## src/rtl/hssp_pkg.sv

```systemverilog
// constants for the hub strap and status pin block
package hssp_pkg;
    // strap levels
    localparam logic GANG_INDIVIDUAL = 1'h0;
    localparam logic AUTO_CHARGE_ON = 1'h0;
    // reset values of sampled straps (pin pull defaults)
    localparam logic GANG_RST = 1'h0;
    localparam logic AUTO_DIS_RST = 1'h1;
    // slave address bit fed by the gang strap
    localparam int ADDR_BIT_GANG = 2;
    localparam int ADDR_W = 7;
    // downstream port index that loses charging-downstream-port mode in auto mode
    localparam int AUTO_BLOCKED_PORT = 1;
    localparam int PORT_N = 4;
    // state encoding, gray along reset -> sample -> run
    typedef enum logic [1:0] {
        ST_RESET = 2'h0,
        ST_SAMPLE = 2'h1,
        ST_RUN = 2'h3
    } hssp_state_t;
endpackage

```

## src/rtl/hssp_strap_status.sv

```systemverilog
// strap sampling and status output muxing for the gang and auto-charge pins
`timescale 1ns/1ps
`default_nettype none

module hssp_strap_status #(
    parameter int PORTS = hssp_pkg::PORT_N
) (
    input wire logic CORE_CLK,
    input wire logic SRST,
    input wire logic GANG_PIN_IN,
    output logic GANG_PIN_OUT,
    output logic GANG_PIN_OE_N,
    input wire logic AUTO_PIN_IN,
    output logic AUTO_PIN_OUT,
    output logic AUTO_PIN_OE_N,
    input wire logic TWOWIRE_SLAVE_MODE_SELECT_N,
    input wire logic [hssp_pkg::ADDR_W-1:0] SLAVE_ADDR_OTHER,
    input wire logic STATUS_PIN_OUTPUT_ENABLE,
    input wire logic UPSTREAM_HIGHSPEED_LINK_STATUS,
    input wire logic UPSTREAM_HIGHSPEED_SUSPEND_STATUS,
    input wire logic [PORTS-1:0] CHARGING_DOWNSTREAM_PORT_REQUEST,
    output logic [hssp_pkg::ADDR_W-1:0] SLAVE_ADDR,
    output logic GANGED_POWER,
    output logic AUTO_CHARGE_DISABLE_BIT,
    output logic AUTO_CHARGE_MODE,
    output logic [PORTS-1:0] CHARGING_DOWNSTREAM_PORT_MODE,
    output logic STRAPS_VALID
);

    // ==========================================
    // strap capture
    hssp_pkg::hssp_state_t state_r, state_nxt;
    logic gang_r, gang_nxt;
    logic auto_dis_r, auto_dis_nxt;
    logic drive_r, drive_nxt;
    logic link_r, link_nxt;
    logic susp_r, susp_nxt;
    logic [hssp_pkg::ADDR_W-1:0] addr_r, addr_nxt;
    logic [PORTS-1:0] chg_port_r, chg_port_nxt;

    always_comb
    begin
        state_nxt = state_r;
        gang_nxt = gang_r;
        auto_dis_nxt = auto_dis_r;
        unique case (state_r)
            hssp_pkg::ST_RESET:
            begin
                state_nxt = hssp_pkg::ST_SAMPLE;
            end
            hssp_pkg::ST_SAMPLE:
            begin
                // gang strap taken at reset release
                gang_nxt = GANG_PIN_IN;
                // auto-charge strap taken at reset release
                // level lands in the disable bit
                auto_dis_nxt = AUTO_PIN_IN;
                state_nxt = hssp_pkg::ST_RUN;
            end
            hssp_pkg::ST_RUN:
            begin
                state_nxt = hssp_pkg::ST_RUN;
            end
            default:
            begin
                state_nxt = hssp_pkg::ST_RESET;
            end
        endcase
    end

    always_ff @(posedge CORE_CLK)
    begin
        if (SRST)
        begin
            state_r <= hssp_pkg::ST_RESET;
            gang_r <= hssp_pkg::GANG_RST;
            auto_dis_r <= hssp_pkg::AUTO_DIS_RST;
        end
        else
        begin
            state_r <= state_nxt;
            gang_r <= gang_nxt;
            auto_dis_r <= auto_dis_nxt;
        end
    end

    // ==========================================
    // status outputs and derived modes
    logic auto_mode;
    assign auto_mode = (state_r == hssp_pkg::ST_RUN) && (auto_dis_r == hssp_pkg::AUTO_CHARGE_ON);

    always_comb
    begin
        // drive only after sampling and while enabled
        drive_nxt = (state_r == hssp_pkg::ST_RUN) && STATUS_PIN_OUTPUT_ENABLE;
        // gang pin follows high-speed link status
        link_nxt = UPSTREAM_HIGHSPEED_LINK_STATUS;
        susp_nxt = UPSTREAM_HIGHSPEED_SUSPEND_STATUS;
        addr_nxt = SLAVE_ADDR_OTHER;
        // gang strap supplies address bit 2 in slave mode
        if (!TWOWIRE_SLAVE_MODE_SELECT_N)
        begin
            addr_nxt[hssp_pkg::ADDR_BIT_GANG] = gang_r;
        end
        chg_port_nxt = CHARGING_DOWNSTREAM_PORT_REQUEST;
        // port 1 never gets charging-downstream-port mode in auto mode
        if (auto_mode)
        begin
            chg_port_nxt[hssp_pkg::AUTO_BLOCKED_PORT-1] = 1'h0;
        end
    end

    always_ff @(posedge CORE_CLK)
    begin
        if (SRST)
        begin
            drive_r <= 1'h0;
            link_r <= 1'h0;
            susp_r <= 1'h0;
            addr_r <= '0;
            chg_port_r <= '0;
        end
        else
        begin
            drive_r <= drive_nxt;
            link_r <= link_nxt;
            susp_r <= susp_nxt;
            addr_r <= addr_nxt;
            chg_port_r <= chg_port_nxt;
        end
    end

    assign GANG_PIN_OUT = link_r;
    assign AUTO_PIN_OUT = susp_r;
    assign GANG_PIN_OE_N = !drive_r;
    assign AUTO_PIN_OE_N = !drive_r;
    assign SLAVE_ADDR = addr_r;
    assign GANGED_POWER = (gang_r != hssp_pkg::GANG_INDIVIDUAL);
    assign AUTO_CHARGE_DISABLE_BIT = auto_dis_r;
    assign AUTO_CHARGE_MODE = auto_mode;
    assign CHARGING_DOWNSTREAM_PORT_MODE = chg_port_r;
    assign STRAPS_VALID = (state_r == hssp_pkg::ST_RUN);

    // ==========================================
    // checks
    // address bit source
    a_addr_bit_gang: assert property (@(posedge CORE_CLK) disable iff (SRST)
        (!TWOWIRE_SLAVE_MODE_SELECT_N && state_r == hssp_pkg::ST_RUN)
        |=> SLAVE_ADDR[hssp_pkg::ADDR_BIT_GANG] == $past(gang_r))
        else $error("address bit 2 not from gang strap");

    a_addr_other_bits: assert property (@(posedge CORE_CLK) disable iff (SRST)
        TWOWIRE_SLAVE_MODE_SELECT_N |=> SLAVE_ADDR == $past(SLAVE_ADDR_OTHER))
        else $error("slave address not from other bits");

    a_gang_link_out: assert property (@(posedge CORE_CLK) disable iff (SRST)
        (!GANG_PIN_OE_N) |-> GANG_PIN_OUT == $past(UPSTREAM_HIGHSPEED_LINK_STATUS))
        else $error("gang pin not showing link status");

    a_auto_strap_take: assert property (@(posedge CORE_CLK) disable iff (SRST)
        (state_r == hssp_pkg::ST_SAMPLE)
        |=> AUTO_CHARGE_MODE == ($past(AUTO_PIN_IN) == hssp_pkg::AUTO_CHARGE_ON))
        else $error("auto mode not set from strap");

    a_port1_charge_off: assert property (@(posedge CORE_CLK) disable iff (SRST)
        auto_mode |=> !CHARGING_DOWNSTREAM_PORT_MODE[hssp_pkg::AUTO_BLOCKED_PORT-1])
        else $error("port 1 charging mode in auto mode");

    a_port_req_pass: assert property (@(posedge CORE_CLK) disable iff (SRST)
        !auto_mode
        |=> CHARGING_DOWNSTREAM_PORT_MODE == $past(CHARGING_DOWNSTREAM_PORT_REQUEST))
        else $error("charging mode request not passed");

    a_disable_bit_load: assert property (@(posedge CORE_CLK) disable iff (SRST)
        (state_r == hssp_pkg::ST_SAMPLE) |=> AUTO_CHARGE_DISABLE_BIT == $past(AUTO_PIN_IN)
        ##1 AUTO_CHARGE_DISABLE_BIT == $past(AUTO_CHARGE_DISABLE_BIT))
        else $error("disable bit not loaded from strap");

    a_auto_susp_out: assert property (@(posedge CORE_CLK) disable iff (SRST)
        (!AUTO_PIN_OE_N) |-> AUTO_PIN_OUT == $past(UPSTREAM_HIGHSPEED_SUSPEND_STATUS))
        else $error("auto pin not showing suspend status");

    a_gang_strap_take: assert property (@(posedge CORE_CLK) disable iff (SRST)
        (state_r == hssp_pkg::ST_SAMPLE) |=> GANGED_POWER == $past(GANG_PIN_IN))
        else $error("gang strap not captured");

    a_strap_hold: assert property (@(posedge CORE_CLK) disable iff (SRST)
        STRAPS_VALID |=> $stable(GANGED_POWER) && $stable(AUTO_CHARGE_DISABLE_BIT))
        else $error("strap value changed after sampling");

    a_pins_input_early: assert property (@(posedge CORE_CLK)
        $fell(SRST) |-> GANG_PIN_OE_N && AUTO_PIN_OE_N ##1 GANG_PIN_OE_N
        ##1 GANG_PIN_OE_N)
        else $error("pin driven before straps sampled");

    a_drive_needs_en: assert property (@(posedge CORE_CLK) disable iff (SRST)
        (!GANG_PIN_OE_N) |-> $past(STATUS_PIN_OUTPUT_ENABLE) && $past(STRAPS_VALID))
        else $error("pin driven without enable");

    a_drive_when_en: assert property (@(posedge CORE_CLK) disable iff (SRST)
        (STRAPS_VALID && STATUS_PIN_OUTPUT_ENABLE) |=> !GANG_PIN_OE_N && !AUTO_PIN_OE_N)
        else $error("pin not driven while enabled");

    a_straps_valid_time: assert property (@(posedge CORE_CLK) disable iff (SRST)
        $fell(SRST) |-> !STRAPS_VALID ##1 !STRAPS_VALID ##1 STRAPS_VALID)
        else $error("straps not valid on time");

endmodule

`default_nettype wire

```

## config.mk

```make
export PLATFORM = sky130hd
export DESIGN_NAME = hssp_strap_status
export DESIGN_NICKNAME = d
export VERILOG_FILES = /design/src/rtl/hssp_pkg.sv /design/src/rtl/hssp_strap_status.sv
export SDC_FILE = /design/constraint.sdc
export NUM_CORES = 1
export LEC_CHECK = 0
export ABC_AREA = 0
export BUFFER_PORTS_ARGS = -buffer_cell sky130_fd_sc_hd__buf_2
export CAP_MARGIN = 20
export CORE_UTILIZATION = 39
export CTS_CLUSTER_SIZE = 28
export DETAILED_ROUTE_END_ITERATION = 12
export GPL_TIMING_DRIVEN = 1
export PLACE_DENSITY = 0.75
export SLEW_MARGIN = 25
export SYNTH_ARGS = -nofsm -noshare
export SYNTH_HDL_FRONTEND = slang
export SYNTH_SLANG_ARGS = --single-unit
```

## constraint.sdc

```tcl
create_clock -name CORE_CLK -period 1.16 [get_ports CORE_CLK]
set_clock_uncertainty 0.2 [all_clocks]
set_input_delay 0.058 -clock CORE_CLK [delete_from_list [all_inputs] [get_ports CORE_CLK]]
set_output_delay 0.058 -clock CORE_CLK [all_outputs]
set_load 0.005 [all_outputs]
```

==> impl_results.rst <==
.. list-table::
   :header-rows: 1

   * - Metric
     - Value
   * - Nets in the synthesized netlist
     - about 70
   * - Peak supply drop
     - approximately 550 uV
   * - LEAKAGE
     - roughly 0.51 nW
   * - Total congestion overflow
     - 0
   * - Number of enable flip-flop cells after synthesis
     - 0
   * - Gate count after technology mapping
     - a little under 50
   * - WL per Instance
     - 11.44 um
   * - Failing checks
     - setup timing
   * - Port-buffer cells
     - 37
   * - Type of origin of the critical path
     - flip-flop
   * - Initial drt markers
     - 4
   * - Cell internal power dissipation
     - 0.8898 mW
   * - CTS H-tree lvls
     - 1
   * - Sequential share of the synthesized area
     - 0.6167
   * - Die extent in y
     - just over 40 um
   * - Post-route DRC violation count
     - 0
   * - Initial antenna violation count
     - 0
   * - Fraction of synthesis flops using an asynchronous set or reset pin
     - 0
   * - Number of search-and-repair iterations in the first detailed-routing pass
     - 2
   * - Worst min-delay path class
     - flip-flop to flip-flop
   * - Flip-flop and latch count after synthesis
     - 18
   * - Vias per Instance
     - around 4.2
   * - Final layout net count
     - 128
   * - Fin Hold WS
     - 0.2605 ns
   * - Length in cells of the worst reg-to-reg path
     - 3
   * - Crit Path Max Fanout
     - 5
   * - Kind of capture point of the worst setup path
     - primary output
   * - Number of distinct standard cells referenced by the synthesized netlist
     - 17
   * - Pin count of the biggest net entering global routing
     - 21
   * - Clock Tree Root
     - sky130_fd_sc_hd__clkbuf_4
   * - Total detailed-routing wirelength
     - between 1000 and 1500 um
   * - Vias in the first global route
     - roughly 440
   * - Power per unit of standard cell area
     - roughly 1100 mW/mm2
   * - Slew Limit Headroom
     - 0.8638
   * - Floorplan die area
     - approximately 0.0017 mm2
   * - Worst path required time
     - roughly 0.9 ns
   * - Count of vias placed by the detailed router
     - a little over 500
   * - Clock transition at path regs
     - ~0.09 ns
   * - Placer congestion estimate
     - around 0.75
   * - Crit path capture
     - AUTO_CHARGE_MODE
   * - Cell Chain, Critical Path
     - and3b_2, buf_2
   * - Period utilization
     - 1.052
   * - Critical path launch point
     - state_r[0]
   * - Cell Area, Synth
     - ~580 um2
   * - Number of rows in the core area
     - 13
   * - Net switching fraction of the power
     - 0.2067
   * - Number of synthesis warnings
     - 0
   * - Boundary Pins
     - 38
   * - Clock Sinks
     - 18
   * - Critical Path Slowest Stage Cell
     - sky130_fd_sc_hd__dfxtp_4
   * - Number of setup violations in the final report
     - 1
   * - Buf/Inv on CP
     - 1
   * - Global-route usage over all layers
     - 0.1723
   * - Slowest Stage Delay on Critical Path
     - about 0.37 ns
   * - End of the worst register-to-register path
     - AUTO_CHARGE_DISABLE_BIT
   * - Final antenna-violating net count
     - 0
   * - Share of power burned in combinational logic
     - 0.156
   * - Flop-to-flop setup slack
     - 0 ns
   * - Setup repair after global routing missed its margin
     - yes
   * - Arr. time, crit path
     - around 0.96 ns
   * - Type of the worst setup path
     - flip-flop to primary output
   * - Layout overhead on the synthesized area
     - 71.52%
   * - Average instance area after synthesis
     - approximately 12 um2
   * - Antenna Cells
     - 0
   * - Fraction of final layout cells sized beyond drive strength 1
     - 0.4673
   * - Clock tree from TritonCTS
     - done
   * - RR Startpoint
     - state_r[1]
   * - Clock period minus final worst setup slack
     - roughly 1.2 ns
   * - FMAX
     - ~800 MHz
   * - Family with the most delay on the worst path
     - flip-flops
   * - Area of the core
     - approximately 0.0014 mm2
   * - Commonest register cell after synthesis
     - sky130_fd_sc_hd__dfxtp_1
   * - First-pass GRT wire length
     - ~1700 um
   * - Chip width
     - about 40 um
   * - Max-cap viol count
     - 0
   * - Clock latency on the worst-skew pair
     - between 0.2 and 0.3 ns
   * - Number of pins exceeding their max-slew limit in the final report
     - 0
   * - Share of power burned in registers
     - 0.593
   * - NetSw
     - 0.2319 mW
   * - Count of endpoints failing hold in the final timing report
     - 0
   * - Final setup slack of the worst path
     - -0.06055 ns
   * - Status
     - complete, but fails checks
   * - Longest Clk Path Bufs
     - 2
   * - Initial core utilization
     - 0.4328
   * - Fill count
     - between 100 and 150
   * - Cell count along the critical path
     - 2
   * - Number of buffers added by the clock tree synthesis step
     - 3
   * - Tightest Pin Transition
     - just over 0.2 ns
   * - Clock network power share
     - 0.251
   * - Sum of negative setup slack
     - -0.06055 ns
## final cells by class
class | count | area, um2 | area share
timing repair buffer | 58 | 400.4 | 0.3995
sequential | 18 | 366.6 | 0.3658
multi-input combinational | 26 | 186.4 | 0.1860
clock buffer | 3 | 22.52 | 0.02247
tap | 15 | 18.77 | 0.01873
inverter | 2 | 7.507 | 0.007491
## worst min path at each step
stage	start	to	slack, ns	cells past startpoint
5_1_grt	state_r[1]	state_r[0]	0.28	1
6_report	state_r[1]	state_r[0]	0.26	1
3_3_place_gp	SLAVE_ADDR_OTHER[3]	SLAVE_ADDR[3]	0.07	2
3_5_place_dp	CHARGING_DOWNSTREAM_PORT_REQUEST[2]	CHARGING_DOWNSTREAM_PORT_MODE[2]	0.07	2
2_1_floorplan	CHARGING_DOWNSTREAM_PORT_REQUEST[1]	CHARGING_DOWNSTREAM_PORT_MODE[1]	-0.02	1
4_1_cts	state_r[1]	state_r[0]	0.25	1
## cells in the mapped netlist, types with 2 or more instances
master,count,share of area
sky130_fd_sc_hd__and2b_1,4,0.051
sky130_fd_sc_hd__and3b_1,2,0.030
sky130_fd_sc_hd__dfxtp_1,18,0.62
sky130_fd_sc_hd__inv_1,2,0.013
sky130_fd_sc_hd__mux2i_1,2,0.034
sky130_fd_sc_hd__nor2_1,4,0.026
sky130_fd_sc_hd__nor2b_1,7,0.075
## cell usage in the layout (no fill, tap or decap), drive strengths merged, types with 2 or more instances in the layout
cell type	instances
and2b	5
and3b	2
buf	39
clkbuf	4
dfxtp	18
dlygate4sd3	18
inv	2
mux2i	2
nor2	4
nor2b	7
## cells by family after synthesis
| family | synth area share |
|---|---|
| simple gates | 0.2612 |
| flops | 0.6167 |
| mux | 0.03426 |
| compound gates | 0.01711 |
| buf+inv | 0.07066 |
## layer usage
| layer | track usage | routed length (um) | vias to the layer above |
|---|---|---|---|
| met4 | 0.1000 | 7 | 0 |
| met5 | 0 | 0 | - |
| li1 | - | - | 269 |
| met3 | 0.03261 | 78 | 2 |
| met1 | 0.1391 | 514 | 221 |
| met2 | 0.3651 | 796 | 24 |
## through the flow
| stage | util | std cells | cell area, um2 | total power, mW | setup slack, ns |
|---|---|---|---|---|---|
| after floorplan | - | 49 | 584.3 | 0.7356 | 0.1945 |
| after detailed placement | 0.5589 | 98 | 754.5 | 0.7914 | 0.1214 |
| after CTS | 0.7303 | 122 | 985.9 | 1.141 | -0.04932 |
| final | 0.7424 | 122 | 1002 | 1.122 | -0.06055 |
| after global routing | 0.7424 | 122 | 1002 | 1.182 | -0.1098 |
| after global placement | 0.5589 | 98 | 754.5 | 0.7868 | 0.1805 |
## state kept, by name, indices dropped and copies added, names as in the netlist
register / flops
AUTO_CHARGE_DISABLE_BIT: 1
AUTO_PIN_OUT: 1
CHARGING_DOWNSTREAM_PORT_MODE: 4
GANGED_POWER: 1
GANG_PIN_OUT: 1
SLAVE_ADDR: 7
drive_r: 1
state_r: 2
## power groups by stage
stage / clock [mW] / sequential, mW / combinational, mW
after detailed placement: 0 / 0.680 / 0.111
after global routing: 0.322 / 0.671 / 0.189
after global placement: 0 / 0.677 / 0.110
final: 0.281 / 0.666 / 0.175
after CTS: 0.307 / 0.667 / 0.167
after floorplan: 0 / 0.682 / 0.0533
## timing repair
item	in CTS	in global routing
hold endpoints to repair	18	0
setup buffers	3	0
setup endpoints to repair	2	9
resized for setup	4	5
pin swaps	0	0
hold buffers	18	0
(Power assumes the default switching activity.)
